<file path="config.mk">
export PLATFORM = sky130hd
export DESIGN_NAME = adc_control
export DESIGN_NICKNAME = d
export VERILOG_FILES = /design/src/adc_pkg.sv /design/src/conv_clock_if.sv /design/src/conv_clock_gen.sv /design/src/adc_control.sv
export SDC_FILE = /design/constraint.sdc
export NUM_CORES = 1
export LEC_CHECK = 0
export BUFFER_PORTS_ARGS = -buffer_cell sky130_fd_sc_hd__buf_2
export CAP_MARGIN = 25
export CORE_ASPECT_RATIO = 0.9
export CORE_MARGIN = 2
export CORE_UTILIZATION = 50
export CTS_BUF_LIST = sky130_fd_sc_hd__clkbuf_16
export DETAILED_ROUTE_END_ITERATION = 8
export GPL_TIMING_DRIVEN = 0
export HOLD_SLACK_MARGIN = 0.08
export PLACE_DENSITY = 0.76
export SYNTH_ARGS = -nofsm -noshare
export SYNTH_HDL_FRONTEND = slang
export SYNTH_SLANG_ARGS = --single-unit
</file>
<file path="constraint.sdc">
create_clock -name clk -period 2.86 [get_ports clk]
set_input_delay 0.429 -clock clk [delete_from_list [all_inputs] [get_ports clk]]
set_output_delay 0.429 -clock clk [all_outputs]
set_load 0.01 [all_outputs]
</file>
<file path="src/adc_pkg.sv">
// Constants shared by the converter control logic
package adc_pkg;
    // Register byte addresses
    localparam logic [7:0] ADDR_CFG = 8'h00;
    localparam logic [7:0] ADDR_SC2 = 8'h04;
    localparam logic [7:0] ADDR_SC1 = 8'h08;
    localparam logic [7:0] ADDR_RES_HI = 8'h0C;
    localparam logic [7:0] ADDR_RES_LO = 8'h10;
    localparam logic [7:0] ADDR_CMP_HI = 8'h14;
    localparam logic [7:0] ADDR_CMP_LO = 8'h18;
    localparam logic [7:0] ADDR_PIN_LO = 8'h1C;
    localparam logic [7:0] ADDR_PIN_HI = 8'h20;
    localparam logic [7:0] REG_RESET = 8'h00;
    // Configuration fields
    localparam int CFG_LOW_POWER = 7;
    localparam int CFG_DIV_LO = 5;
    localparam int CFG_LONG_SAMPLE = 4;
    localparam int CFG_MODE_LO = 2;
    localparam int CFG_CLK_LO = 0;
    // Second status and control fields
    localparam int SC2_ACTIVE = 7;
    localparam int SC2_TRIGGER = 6;
    localparam int SC2_CMP_EN = 5;
    localparam int SC2_CMP_GT = 4;
    // First status and control fields
    localparam int SC1_COMPLETE = 7;
    localparam int SC1_IRQ_EN = 6;
    localparam int SC1_CONTINUOUS = 5;
    localparam int SC1_CHANNEL_LO = 0;
    // Resolution and clock source encodings
    localparam logic [1:0] MODE_8 = 2'h0;
    localparam logic [1:0] MODE_12 = 2'h1;
    localparam logic [1:0] MODE_10 = 2'h2;
    localparam logic [1:0] SRC_BUS = 2'h0;
    localparam logic [1:0] SRC_BUS_HALF = 2'h1;
    localparam logic [11:0] FULL_12 = 12'hFFF;
    localparam logic [11:0] FULL_10 = 12'h3FF;
    localparam logic [11:0] FULL_8 = 12'h0FF;
    localparam logic [11:0] ZERO_CODE = 12'h000;
    // Sample length in half conversion clock cycles, rounded up to whole cycles
    localparam int SAMPLE_SHORT_HALVES = 7;
    localparam int SAMPLE_LONG_HALVES = 47;
    localparam logic [5:0] SAMPLE_SHORT = 6'((SAMPLE_SHORT_HALVES + 1) / 2);
    localparam logic [5:0] SAMPLE_LONG = 6'((SAMPLE_LONG_HALVES + 1) / 2);
    localparam logic [5:0] BITS_8 = 6'h08;
    localparam logic [5:0] BITS_10 = 6'h0A;
    localparam logic [5:0] BITS_12 = 6'h0C;

    typedef enum logic [1:0] {
        ST_IDLE = 2'b00,
        ST_SAMPLE = 2'b01,
        ST_CONVERT = 2'b10,
        ST_TRANSFER = 2'b11
    } conv_state_t;
endpackage

</file>
<file path="src/conv_clock_if.sv">
// Conversion clock request and tick between control and generator
`timescale 1ns/1ps
interface conv_clock_if;
    logic run;
    logic [1:0] source;
    logic [1:0] divide;
    logic alt_level;
    logic tick;
    modport gen(input run, input source, input divide, input alt_level, output tick);
    modport user(output run, output source, output divide, output alt_level, input tick);
endinterface // conv_clock_if

</file>
<file path="src/conv_clock_gen.sv">
// Conversion clock enable generator: source select and divider
`timescale 1ns/1ps
module conv_clock_gen (
    // Clock and reset
    input wire logic clk,
    input wire logic rst,
    // Control side
    conv_clock_if.gen ck
);
    logic half;
    logic next_half;
    logic alt_prev;
    logic next_alt_prev;
    logic [2:0] count;
    logic [2:0] next_count;
    logic base_en;
    logic [2:0] limit;

    always_comb begin
        next_half = ck.run ? ~half : 1'b0;
        next_alt_prev = ck.alt_level;
        case (ck.source)
            adc_pkg::SRC_BUS: base_en = 1'b1;
            adc_pkg::SRC_BUS_HALF: base_en = half;
            default: base_en = ck.alt_level & ~alt_prev;
        endcase
        limit = 3'((4'h1 << ck.divide) - 4'h1);
        next_count = count;
        if (!ck.run) begin
            next_count = 3'h0;
        end else if (base_en) begin
            next_count = (count == limit) ? 3'h0 : 3'(count + 3'h1);
        end
        ck.tick = ck.run & base_en & (count == limit);
    end

    always_ff @(posedge clk or posedge rst) begin
        if (rst) begin
            half <= 1'b0;
            alt_prev <= 1'b0;
            count <= 3'h0;
        end else begin
            half <= next_half;
            alt_prev <= next_alt_prev;
            count <= next_count;
        end
    end
endmodule // conv_clock_gen

</file>
<file path="src/adc_control.sv">
// Converter control, register file and conversion sequencer
//
// Contract
// - Deepest stop mode aborts and disables converter
// - Registers return to reset after deepest stop
// - Configuration bit 7 selects low power
// - Bits 6:5 divide input clock, 00 undivided
// - Configuration bit 4 selects long sample
// - Sample 3.5 or 23.5 conversion clock cycles; the code rounds up to 4 or 24
// - Bits 3:2 select 8, 10, 12 bits
// - Bits 1:0 select input clock, 00 bus
// - Second register bit 7 shows conversion active
// - Bit 6 selects software or hardware trigger
// - Bit 5 enables compare, bit 4 direction
// - Second register bits 3:2 read zero
// - First register bit 7 completion flag, read-only
// - Bit 6 enables completion interrupt request
// - Bit 5 selects continuous or single conversion
// - Bits 4:0 select the input channel
// - High byte read locks low byte
// - Compare value held in high/low registers
// - Pin control bit disables digital pin functions
// - Out-of-range inputs clamp to full scale or zero
// - Compare failure sets no flag, stores nothing
//
// The APB register port and the register addresses were decided locally.
`timescale 1ns/1ps
module adc_control (
    // Clock and reset
    input wire logic clk,
    input wire logic rst,
    // APB slave
    input wire logic psel,
    input wire logic penable,
    input wire logic pwrite,
    input wire logic [7:0] paddr,
    input wire logic [31:0] pwdata,
    output logic [31:0] prdata,
    output logic pready,
    output logic pslverr,
    // System and pins
    input wire logic deep_stop,
    input wire logic hw_trigger,
    input wire logic alt_clock,
    // Analog front end
    input wire logic [11:0] analog_code,
    input wire logic above_high,
    input wire logic below_low,
    output logic [4:0] channel_select,
    output logic sampling,
    output logic low_power,
    output logic [15:0] pin_analog,
    output logic conv_irq
);
    conv_clock_if ck ();

    logic trig_meta, trig_sync, trig_prev;
    logic alt_meta, alt_sync;
    logic [7:0] cfg, sc2_ctl, sc1_ctl, cmp_hi, cmp_lo, pin_lo, pin_hi;
    logic [7:0] next_cfg, next_sc2_ctl, next_sc1_ctl, next_cmp_hi, next_cmp_lo;
    logic [7:0] next_pin_lo, next_pin_hi;
    logic complete, next_complete;
    logic lock, next_lock;
    logic [11:0] result, next_result;
    logic [11:0] sample, next_sample;
    logic [5:0] count, next_count;
    adc_pkg::conv_state_t state, next_state;
    logic [31:0] next_prdata;
    logic [7:0] rdata;
    logic mapped, wr, rd_acc, setup, start, hw_edge, sw_start, finish, cmp_ok;
    logic [5:0] sample_len, bits_len;
    logic [11:0] full_scale, clamped, cmp_value, stored;
    logic [12:0] diff;

    // Pin inputs cross into the bus clock domain
    always_ff @(posedge clk or posedge rst) begin
        if (rst) begin
            trig_meta <= 1'b0;
            trig_sync <= 1'b0;
            trig_prev <= 1'b0;
            alt_meta <= 1'b0;
            alt_sync <= 1'b0;
        end else begin
            trig_meta <= hw_trigger;
            trig_sync <= trig_meta;
            trig_prev <= trig_sync;
            alt_meta <= alt_clock;
            alt_sync <= alt_meta;
        end
    end

    // Bus decode; zero wait states, read data sampled in setup
    always_comb begin
        case (paddr)
            adc_pkg::ADDR_CFG, adc_pkg::ADDR_SC2, adc_pkg::ADDR_SC1,
            adc_pkg::ADDR_RES_HI, adc_pkg::ADDR_RES_LO, adc_pkg::ADDR_CMP_HI,
            adc_pkg::ADDR_CMP_LO, adc_pkg::ADDR_PIN_LO, adc_pkg::ADDR_PIN_HI: mapped = 1'b1;
            default: mapped = 1'b0;
        endcase
        setup = psel & ~penable;
        wr = psel & penable & pwrite & mapped;
        rd_acc = psel & penable & ~pwrite & mapped;
        pready = psel & penable;
        pslverr = psel & penable & ~mapped;
    end

    // Read multiplexer
    always_comb begin
        case (paddr)
            adc_pkg::ADDR_CFG: rdata = cfg;
            adc_pkg::ADDR_SC2: rdata = {state != adc_pkg::ST_IDLE, sc2_ctl[6:4], 4'h0};
            adc_pkg::ADDR_SC1: rdata = {complete, sc1_ctl[6:0]};
            adc_pkg::ADDR_RES_HI: rdata = {4'h0, result[11:8]};
            adc_pkg::ADDR_RES_LO: rdata = result[7:0];
            adc_pkg::ADDR_CMP_HI: rdata = cmp_hi;
            adc_pkg::ADDR_CMP_LO: rdata = cmp_lo;
            adc_pkg::ADDR_PIN_LO: rdata = pin_lo;
            adc_pkg::ADDR_PIN_HI: rdata = pin_hi;
            default: rdata = 8'h00;
        endcase
        next_prdata = setup ? {24'h000000, rdata} : prdata;
    end

    // Conversion clock request
    always_comb begin
        ck.run = (state != adc_pkg::ST_IDLE);
        ck.divide = cfg[adc_pkg::CFG_DIV_LO +: 2];
        ck.source = cfg[adc_pkg::CFG_CLK_LO +: 2];
        ck.alt_level = alt_sync;
    end

    conv_clock_gen gen (
        .clk(clk),
        .rst(rst),
        .ck(ck)
    );

    // Sample, resolution, clamp and compare arithmetic
    always_comb begin
        sample_len = cfg[adc_pkg::CFG_LONG_SAMPLE] ? adc_pkg::SAMPLE_LONG : adc_pkg::SAMPLE_SHORT;
        case (cfg[adc_pkg::CFG_MODE_LO +: 2])
            adc_pkg::MODE_12: begin
                bits_len = adc_pkg::BITS_12;
                full_scale = adc_pkg::FULL_12;
                clamped = analog_code;
            end
            adc_pkg::MODE_10: begin
                bits_len = adc_pkg::BITS_10;
                full_scale = adc_pkg::FULL_10;
                clamped = {2'h0, analog_code[11:2]};
            end
            default: begin
                bits_len = adc_pkg::BITS_8;
                full_scale = adc_pkg::FULL_8;
                clamped = {4'h0, analog_code[11:4]};
            end
        endcase
        if (above_high) begin
            clamped = full_scale;
        end else if (below_low) begin
            clamped = adc_pkg::ZERO_CODE;
        end
        cmp_value = {cmp_hi[3:0], cmp_lo};
        diff = {1'b0, sample} - {1'b0, cmp_value};
        if (!sc2_ctl[adc_pkg::SC2_CMP_EN]) begin
            cmp_ok = 1'b1;
        end else if (sc2_ctl[adc_pkg::SC2_CMP_GT]) begin
            cmp_ok = ~diff[12];
        end else begin
            cmp_ok = diff[12];
        end
        stored = sc2_ctl[adc_pkg::SC2_CMP_EN] ? diff[11:0] : sample;
    end

    // Conversion sequencer
    always_comb begin
        hw_edge = trig_sync & ~trig_prev;
        sw_start = wr && paddr == adc_pkg::ADDR_SC1 && !sc2_ctl[adc_pkg::SC2_TRIGGER];
        start = sw_start | (hw_edge & sc2_ctl[adc_pkg::SC2_TRIGGER]);
        finish = 1'b0;
        next_state = state;
        next_count = count;
        next_sample = sample;
        if (start) begin
            next_state = adc_pkg::ST_SAMPLE;
            next_count = 6'h00;
        end else begin
            case (state)
                adc_pkg::ST_IDLE: next_state = adc_pkg::ST_IDLE;
                adc_pkg::ST_SAMPLE: begin
                    if (ck.tick) begin
                        next_count = 6'(count + 6'h01);
                        if (next_count == sample_len) begin
                            next_sample = clamped;
                            next_count = 6'h00;
                            next_state = adc_pkg::ST_CONVERT;
                        end
                    end
                end
                adc_pkg::ST_CONVERT: begin
                    if (ck.tick) begin
                        next_count = 6'(count + 6'h01);
                        if (next_count == bits_len) begin
                            next_state = adc_pkg::ST_TRANSFER;
                        end
                    end
                end
                adc_pkg::ST_TRANSFER: begin
                    if (!lock) begin
                        finish = 1'b1;
                        next_count = 6'h00;
                        next_state = sc1_ctl[adc_pkg::SC1_CONTINUOUS] ? adc_pkg::ST_SAMPLE
                                                                      : adc_pkg::ST_IDLE;
                    end
                end
                default: next_state = adc_pkg::ST_IDLE;
            endcase
        end
        if (deep_stop) begin
            next_state = adc_pkg::ST_IDLE;
            next_count = 6'h00;
            next_sample = adc_pkg::ZERO_CODE;
        end
        sampling = (state == adc_pkg::ST_SAMPLE);
    end

    // Register file next values
    always_comb begin
        next_cfg = cfg;
        next_sc2_ctl = sc2_ctl;
        next_sc1_ctl = sc1_ctl;
        next_cmp_hi = cmp_hi;
        next_cmp_lo = cmp_lo;
        next_pin_lo = pin_lo;
        next_pin_hi = pin_hi;
        next_complete = complete;
        next_lock = lock;
        next_result = result;
        if (wr) begin
            case (paddr)
                adc_pkg::ADDR_CFG: next_cfg = pwdata[7:0];
                adc_pkg::ADDR_SC2: next_sc2_ctl = {1'b0, pwdata[6:4], 4'h0};
                adc_pkg::ADDR_SC1: begin
                    next_sc1_ctl = {1'b0, pwdata[6:0]};
                    next_complete = 1'b0;
                end
                adc_pkg::ADDR_CMP_HI: next_cmp_hi = {4'h0, pwdata[3:0]};
                adc_pkg::ADDR_CMP_LO: next_cmp_lo = pwdata[7:0];
                adc_pkg::ADDR_PIN_LO: next_pin_lo = pwdata[7:0];
                adc_pkg::ADDR_PIN_HI: next_pin_hi = pwdata[7:0];
                default: next_cfg = cfg;
            endcase
        end
        // high read locks, low read frees
        if (rd_acc && paddr == adc_pkg::ADDR_RES_HI) begin
            next_lock = 1'b1;
        end else if (rd_acc && paddr == adc_pkg::ADDR_RES_LO) begin
            next_lock = 1'b0;
        end
        if (finish && cmp_ok) begin
            next_complete = 1'b1;
            next_result = stored;
        end
        if (deep_stop) begin
            next_cfg = adc_pkg::REG_RESET;
            next_sc2_ctl = adc_pkg::REG_RESET;
            next_sc1_ctl = adc_pkg::REG_RESET;
            next_cmp_hi = adc_pkg::REG_RESET;
            next_cmp_lo = adc_pkg::REG_RESET;
            next_pin_lo = adc_pkg::REG_RESET;
            next_pin_hi = adc_pkg::REG_RESET;
            next_complete = 1'b0;
            next_lock = 1'b0;
            next_result = adc_pkg::ZERO_CODE;
        end
    end

    always_ff @(posedge clk or posedge rst) begin
        if (rst) begin
            cfg <= adc_pkg::REG_RESET;
            sc2_ctl <= adc_pkg::REG_RESET;
            sc1_ctl <= adc_pkg::REG_RESET;
            cmp_hi <= adc_pkg::REG_RESET;
            cmp_lo <= adc_pkg::REG_RESET;
            pin_lo <= adc_pkg::REG_RESET;
            pin_hi <= adc_pkg::REG_RESET;
            complete <= 1'b0;
            lock <= 1'b0;
            result <= adc_pkg::ZERO_CODE;
            state <= adc_pkg::ST_IDLE;
            count <= 6'h00;
            sample <= adc_pkg::ZERO_CODE;
            prdata <= 32'h00000000;
        end else begin
            cfg <= next_cfg;
            sc2_ctl <= next_sc2_ctl;
            sc1_ctl <= next_sc1_ctl;
            cmp_hi <= next_cmp_hi;
            cmp_lo <= next_cmp_lo;
            pin_lo <= next_pin_lo;
            pin_hi <= next_pin_hi;
            complete <= next_complete;
            lock <= next_lock;
            result <= next_result;
            state <= next_state;
            count <= next_count;
            sample <= next_sample;
            prdata <= next_prdata;
        end
    end

    // Outputs toward the analog side and the system
    always_comb begin
        channel_select = sc1_ctl[adc_pkg::SC1_CHANNEL_LO +: 5];
        low_power = cfg[adc_pkg::CFG_LOW_POWER];
        pin_analog = {pin_hi, pin_lo};
        conv_irq = complete & sc1_ctl[adc_pkg::SC1_IRQ_EN];
    end

    // Checks
    stop_wipes_a: assert property (@(posedge clk) disable iff (rst)
        deep_stop |=> state == adc_pkg::ST_IDLE && cfg == adc_pkg::REG_RESET)
        else $error("deep stop did not reset converter");
    stop_regs_a: assert property (@(posedge clk) disable iff (rst)
        deep_stop |=> !complete && sc1_ctl == adc_pkg::REG_RESET && pin_analog == 16'h0000)
        else $error("registers not at reset after deep stop");
    sw_start_a: assert property (@(posedge clk) disable iff (rst)
        sw_start && !deep_stop |=> state == adc_pkg::ST_SAMPLE && count == 6'h00)
        else $error("software trigger did not start sampling");
    sample_len_a: assert property (@(posedge clk) disable iff (rst)
        state == adc_pkg::ST_SAMPLE |-> count < sample_len)
        else $error("sample phase overran its length");
    active_read_a: assert property (@(posedge clk) disable iff (rst)
        setup && paddr == adc_pkg::ADDR_SC2 |=> prdata[7] == $past(state != adc_pkg::ST_IDLE))
        else $error("active flag read wrong");
    reserved_zero_a: assert property (@(posedge clk) disable iff (rst)
        setup && paddr == adc_pkg::ADDR_SC2 |=> prdata[3:0] == 4'h0)
        else $error("reserved bits read nonzero");
    lock_hold_a: assert property (@(posedge clk) disable iff (rst)
        lock && state == adc_pkg::ST_TRANSFER && !deep_stop |=> $stable(result))
        else $error("locked result overwritten");
    compare_gate_a: assert property (@(posedge clk) disable iff (rst)
        finish && !cmp_ok && !wr && !deep_stop |=> $stable(result) && complete == $past(complete))
        else $error("failed compare changed result");
    clamp_full_a: assert property (@(posedge clk) disable iff (rst)
        state == adc_pkg::ST_SAMPLE && next_state == adc_pkg::ST_CONVERT && above_high
        |=> sample == full_scale)
        else $error("over-range input not clamped");
    irq_follow_a: assert property (@(posedge clk) disable iff (rst)
        finish && cmp_ok && sc1_ctl[adc_pkg::SC1_IRQ_EN] && !deep_stop |=> conv_irq)
        else $error("completion interrupt missing");
    single_conv_c: cover property (@(posedge clk) disable iff (rst)
        finish && cmp_ok && !sc1_ctl[adc_pkg::SC1_CONTINUOUS]);
    continuous_c: cover property (@(posedge clk) disable iff (rst)
        finish && sc1_ctl[adc_pkg::SC1_CONTINUOUS] ##1 state == adc_pkg::ST_SAMPLE);
    lock_wait_c: cover property (@(posedge clk) disable iff (rst)
        lock && state == adc_pkg::ST_TRANSFER);
endmodule // adc_control

</file>
# After elaboration in Yosys (flattened, before gate mapping)
# Cells that the tools add are included.
[word_totals] reg_bits=106 output_inout_bits=58
[op_classes] muxes=70 bitwise=21 addsub=4 n_shift=1 eq_ne=24 n_reduce_logical=38
[op_table] cell="2-to-1 mux 12 bit" n=10
[op_table] cell="2-to-1 mux 8 bit" n=15
[op_table] cell="one-hot mux 8 bit (9 select lines)" n=1
[op_table] cell="one-hot mux 12 bit (2 select lines)" n=2
[op_table] cell="2-to-1 mux 7 bit" n=6
[op_table] cell="2-to-1 mux 6 bit" n=6
[op_table] cell="== test 8 x 5 -> 1 bit (second input constant)" n=4
[op_table] cell="nonzero test 2 bit" n=13
[op_table] cell="one-hot mux 6 bit (3 select lines)" n=1
[op_table] cell="== test 8 x 4 -> 1 bit (second input constant)" n=2
[op_table] cell="AND reduction 2 bit" n=8
[op_table] cell="2-to-1 mux 1 bit" n=15
[op_table] cell="2-to-1 mux 2 bit" n=7
[op_table] cell="bitwise AND 1 bit" n=13
[op_table] cell="subtractor 12 x 12 -> 13 bit" n=1
[op_table] cell="inequality test 4 bit (second input constant)" n=3
[op_table] cell="2-to-1 mux 3 bit" n=3
[op_table] cell="nonzero test 3 bit" n=3
[op_table] cell="OR reduction 9 bit" n=1
[op_table] cell="== test 8 x 3 -> 1 bit (second input constant)" n=1
[op_table] cell="== test 8 x 6 -> 1 bit (second input constant)" n=1
[op_table] cell="logical NOT 8 bit" n=1
[op_table] cell="inequality test 4 x 2 -> 1 bit (second input constant)" n=2
[op_table] cell="one-hot mux 2 bit (4 select lines)" n=1
[op_table] cell="21 further kinds" n=38

# Longest topological paths before layout
[logic_depth] ltp_word=11 depth_mapped=11

# Cells and area by module
# Synthesis repeated with hierarchy kept, for this count alone.
[hier_totals] cells_unflattened=644 area_unflattened_um2=6179.7
[by_module_without_submodules] module="adc_control" n_inst=1 area_each_um2=5870.6 seq_area_each_um2=2327.2 cells_per_inst=613
[by_module_without_submodules] module="conv_clock_gen" n_inst=1 area_each_um2=309.0 seq_area_each_um2=125.1 cells_per_inst=31

# Least setup slack after synthesis
# Ideal clock, no wire load.
[synth_timing] path_type="register -> register" from="register cmp_lo[0]" to="register result[0]" synth_period_minus_slack_ns=2.460 setup_ns=0.132 n_path_buf=1 setup_slack_ns=0.400 stages_incl_launch_ff=11 t_arrival_ns=2.328 cell_sequence="dfrtp_1 -> ha_1 -> fa_1 -> nand2b_1 -> a21oi_1 -> o41a_1 -> a311oi_1 -> a211oi_2 -> buf_6 -> mux2i_1 -> nor2_1"
[synth_between] elab_chain_len=6 elab_cells_between_ends=9 cone_classes="1 x add/sub; 5 x mux; 1 x bitwise; 2 x reduce/logical"
[synth_lines] item="from (decl)" line_no="adc_control.sv:59" rtl="logic [7:0] cfg, sc2_ctl, sc1_ctl, cmp_hi, cmp_lo, pin_lo, pin_hi;"
[synth_lines] item="from (signal assigned)" line_no="adc_control.sv:284" rtl="cmp_lo <= adc_pkg::REG_RESET;"
[synth_lines] item="from (signal assigned)" line_no="adc_control.sv:299" rtl="cmp_lo <= next_cmp_lo;"
[synth_lines] item="subtractor 12 x 12 -> 13 bit (*)" line_no="adc_control.sv:164" rtl="diff = {1'b0, sample} - {1'b0, cmp_value};"
[synth_lines] item="NOT 1 bit" line_no="adc_control.sv:168" rtl="cmp_ok = ~diff[12];"
[synth_lines] item="2-to-1 mux 1 bit" line_no="adc_control.sv:167" rtl="end else if (sc2_ctl[adc_pkg::SC2_CMP_GT]) begin"
[synth_lines] item="2-to-1 mux 1 bit" line_no="adc_control.sv:165" rtl="if (!sc2_ctl[adc_pkg::SC2_CMP_EN]) begin"
[synth_lines] item="logical AND 1 bit" line_no="adc_control.sv:260" rtl="if (finish && cmp_ok) begin"
[synth_lines] item="nonzero test 2 bit (no source line)"
[synth_lines] item="to (signal assigned)" line_no="adc_control.sv:289" rtl="result <= adc_pkg::ZERO_CODE;"
[synth_lines] item="to (signal assigned)" line_no="adc_control.sv:304" rtl="result <= next_result;"
[synth_lines] item="to (decl)" line_no="adc_control.sv:64" rtl="logic [11:0] result, next_result;"
# Mark *: on every way between the ends. The rest lies on a longest branch, timed or not. The select of a mux whose other input is x is not followed.
# A chain may end at the register's enable or synchronous reset.

# Worst setup path after layout
[layout_timing] from="register sample[0]" to="register result[7]"
[layout_between] elab_chain_len=6 elab_cells_between_ends=9 cone_classes="1 x add/sub; 5 x mux; 1 x bitwise; 2 x reduce/logical"
[layout_lines] item="from (decl)" line_no="adc_control.sv:65" rtl="logic [11:0] sample, next_sample;"
[layout_lines] item="from (signal assigned)" line_no="adc_control.sv:292" rtl="sample <= adc_pkg::ZERO_CODE;"
[layout_lines] item="from (signal assigned)" line_no="adc_control.sv:307" rtl="sample <= next_sample;"
[layout_lines] item="subtractor 12 x 12 -> 13 bit (*)" line_no="adc_control.sv:164"
[layout_lines] item="NOT 1 bit" line_no="adc_control.sv:168"
[layout_lines] item="2-to-1 mux 1 bit" line_no="adc_control.sv:167"
[layout_lines] item="2-to-1 mux 1 bit" line_no="adc_control.sv:165"
[layout_lines] item="logical AND 1 bit" line_no="adc_control.sv:260"
[layout_lines] item="nonzero test 2 bit (no source line)"
# Marked as above.

==> reports/results.env <==
OUTCOME='finished clean'
FLOORPLAN.IO_PINS=120
POST-DP-HPWL_UM=13220
COUNT_OF_PORT_BUFFERS_ADDED_DURING_PLACEMENT=70
SYNTH_CELL_TYPE_COUNT=68
SYNTH_FLOP_CELL='sky130_fd_sc_hd__dfrtp_1'
SYNTHESIZED_AREA_MM2=0.006182
DRT-WIRELENGTH-PER-CELL_UM=18.42
FINALWEIGHTEDCONGESTION=0.9277
REMAINING_DRC_ERRORS=0
START_KIND='flip-flop'
CTS_BUFFER_DEPTH=2
INITIAL_UTILIZATION=0.5119
SYNTH_LARGEST_TYPE_AREA_FRACTION=0.3967
LEAKAGE_uW=0.003270
DIEHEIGHT_UM=109.5
POWER_PER_CELL_AREA_mW_PER_MM2=418.3
DRT-PASS1-ITER-COUNT=5
YOSYSSEQAREASHARE=0.3967
DIE-WIDTH_UM=121.2
SETUP_CLOCK_SKEW_AFTER_LAYOUT_NS=0.003421
GRT_MAX_DEGREE=38
FINAL_CELL_AREA_MM2=0.007269
SYNTH_AREA_PER_CELL_UM2=9.025
TIMING.FINAL.CRIT_SHARE=0.9763
SYNTH_MOST_COMMON_CELL='sky130_fd_sc_hd__nor2_1'
GRT_PASS1_VIAS=5372
DPL.CELL_COUNT=940
MAX_H_TREE_LEVEL=3
MAX_CLOCK_FREQ_GHz=0.3581
GRT.TOTAL_USAGE=0.2690
CTSROOTBUFFERMASTER='sky130_fd_sc_hd__clkbuf_16'
WORST_SETUP_HOLD_PATH_CLK_SLEW_NS=0.07
CLOCK_LATENCY_NS=0.34
YS_TOP_CELLS_BY_AREA='sky130_fd_sc_hd__dfrtp_1 40%, sky130_fd_sc_hd__mux2i_1 9.6%, sky130_fd_sc_hd__nor2_1 8.0%, sky130_fd_sc_hd__ha_1 4.3%, sky130_fd_sc_hd__buf_4 3.9%'
TRITONCTS.NUM_BUFFERS=9
CLOCK_SINKS=98
FINAL_ANTENNA_NET_COUNT=0
ROW_COUNT=38
WORST_EP_REQUIRED_TIME_NS=3.09
YOSYS_WARNINGS=0
MIN_PATH_TYPE='in2async'
FILL_CELLS=1065
NUMBER_OF_FLOPS_MAPPED_TO_ENABLE_CELLS_BY_YOSYS=0
PLACEDINSTANCEAREA_MM2=0.006863
GLOBAL_ROUTE_WIRE_LENGTH_BEFORE_REPAIR_UM=27540
LAYOUT-DRIVE-GT1-SHARE=0.1950
WORST-SETUP-PATH-TYPE='reg2reg'
CTSHOLDBUFFERS=0
SYNTH-SEQ-CELLS=98
TIMING.REG2REG.WORST_PATH_DEPTH=12
FLOORPLAN.CORE_AREA_MM2=0.01208
FINAL_CORE_UTIL=0.6019
SYNTH_ASYNC_SR_FLOP_SHARE=1.000
POST_SYNTH_INST_COUNT=685
TIMING_HOLD_VIOLATIONS_FINAL=0
DETAIL_ROUTE.VIAS_PER_CELL=5.896
NUMBER_OF_VIOLATIONS_OF_THE_MAX_CAPACITANCE_LIMIT=0
WORSTPATHARRIVAL_NS=3.02
FINALCRITICALPERIOD_NS=2.792
DESIGN.FINAL.NETS=880
ANTENNA_FOUND_INITIAL=0
FINALNONFILLERCELLS=960
CRIT_PATH_END_KIND='flip-flop'
TRITONCTS='done'
DRV_SLEW=0
NUM_ANTENNA_CELLS=0
LAYOUT-AREA-OVERHEAD-VS-SYNTH_PCT=17.59
IRDROPWORSTVDD_uV=342.0
WIRELENGTH_UM=17680
VIAS=5660
MAXSLEWHEADROOM=0.3236
FIRST_ITER_VIOLATIONS=584
SETUP_VIOL_COUNT_FINAL=0
DESIGN.DIE.AREA_MM2=0.01327
SYNTH_AREA_LEADER_CELL='sky130_fd_sc_hd__dfrtp_1'
GLOBALROUTEOVERFLOWTOTAL=0
WORST-PATH-MAX-FANOUT=5
MAX_SLEW.WORST_PIN.SLEW_NS=1.006
POST_SYNTH_TOP_CELLS='132 x sky130_fd_sc_hd__nor2_1, 98 x sky130_fd_sc_hd__dfrtp_1, 59 x sky130_fd_sc_hd__mux2i_1, 42 x sky130_fd_sc_hd__a21oi_1, 38 x sky130_fd_sc_hd__nand2_1'
## path summary, 6_finish.rpt
path / start / endpoint / slack (ns)
max: sample[0] / result[7] / 0.07
min reg2reg: alt_meta / alt_sync / 0.36
min: rst / sample[11] / 0.15
max in group asynchronous: rst / pin_lo[2] / 1.87
min in group clk: hw_trigger / trig_meta / 0.19
max reg2reg: sample[0] / result[7] / 0.07
## sequential cells by signal, summed over array words and instances, names as in the netlist, 2 cells and up
signal / flops
result: 12
sample: 12
cfg: 8
cmp_lo: 8
pin_hi: 8
pin_lo: 8
prdata: 8
sc1_ctl: 7
count: 6
cmp_hi: 4
gen.count: 3
sc2_ctl: 3
state: 2
## power breakdown
group	switching, uW	internal (uW)
Combinational	171	91.1
Clock	523	845
Sequential	13.1	1400
Total	707	2330
## cell type report
type	instances	area [um^2]	share of cell area
buffer	62	387.9	0.05336
sequential	98	2452	0.3373
clock inverter	6	106.4	0.01463
multi-input combinational	521	3363	0.4627
timing repair buffer	78	432.9	0.05955
clock buffer	9	225.2	0.03098
inverter	26	101.3	0.01394
tap	160	200.2	0.02754
## layout by cell type (no fill, tap or decap), drive strengths merged, types with 6 or more instances in the layout
cell type,Yosys,final
nor2,133,133
buf,40,116
dfrtp,98,98
mux2i,59,59
a21oi,43,43
nand2,38,38
clkbuf,23,33
o21ai,31,31
inv,26,25
conb,1,24
ha,21,21
a22oi,19,19
a211oi,17,17
nand3,10,10
nand2b,10,10
a21o,9,9
nor3,8,8
or3,6,6
xnor2,6,6
a31oi,6,6
## routing by layer
metal,up-vias,global-route usage,part of all wire
met5,-,0,0
met4,0,0.06568,0.019
met3,33,0.05135,0.072
met2,250,0.4543,0.49
met1,2777,0.3604,0.42
li1,2600,-,-
## per-stage QoR
step	total power (uW)	TNS, ns	hold WS, ns	setup WS [ns]
CTS	3047	0	0.1688	0.02998
floorplan	1592	0	0.3312	0.4004
global route	3133	-0.009225	0.1816	-0.009225
finish	3041	0	0.1502	0.06772
global placement	1679	0	0.3422	0.07479
detailed placement	1693	0	0.3363	0.01251
## worst max-delay path: stages, from the launching register on
cell,delay (ns)
sky130_fd_sc_hd__dfrtp_1,0.42
sky130_fd_sc_hd__inv_1,0.08
sky130_fd_sc_hd__ha_2,0.18
sky130_fd_sc_hd__fa_2,0.21
sky130_fd_sc_hd__nand2b_4,0.13
sky130_fd_sc_hd__a21oi_2,0.06
sky130_fd_sc_hd__o41a_1,0.38
sky130_fd_sc_hd__buf_4,0.17
sky130_fd_sc_hd__a31o_1,0.24
sky130_fd_sc_hd__a211oi_4,0.33
sky130_fd_sc_hd__buf_6,0.19
sky130_fd_sc_hd__o211ai_1,0.14
sky130_fd_sc_hd__o211a_1,0.16
## repair_timing
| item | in CTS | in global routing |
|---|---|---|
| setup endpoints to repair | 4 | 24 |
| buffers inserted | 2 | 3 |
| hold endpoints to repair | 0 | 0 |
| pin swaps | 1 | 4 |
| gates cloned | 0 | 1 |
| gates resized for setup | 0 | 9 |
## cells by family after synthesis
group	count (synthesis)	share of synthesized area
AOI/OAI and AO/OA	163	0.1779
DFF	98	0.3967
adders and majority gates	22	0.04574
buffers and inverters	89	0.07711
and+or+nand+nor	240	0.1850
xor gates and xnor gates	10	0.01417
muxes	62	0.1028
other	1	0.0006066
Note: power is estimated with default switching activity, not from simulation.
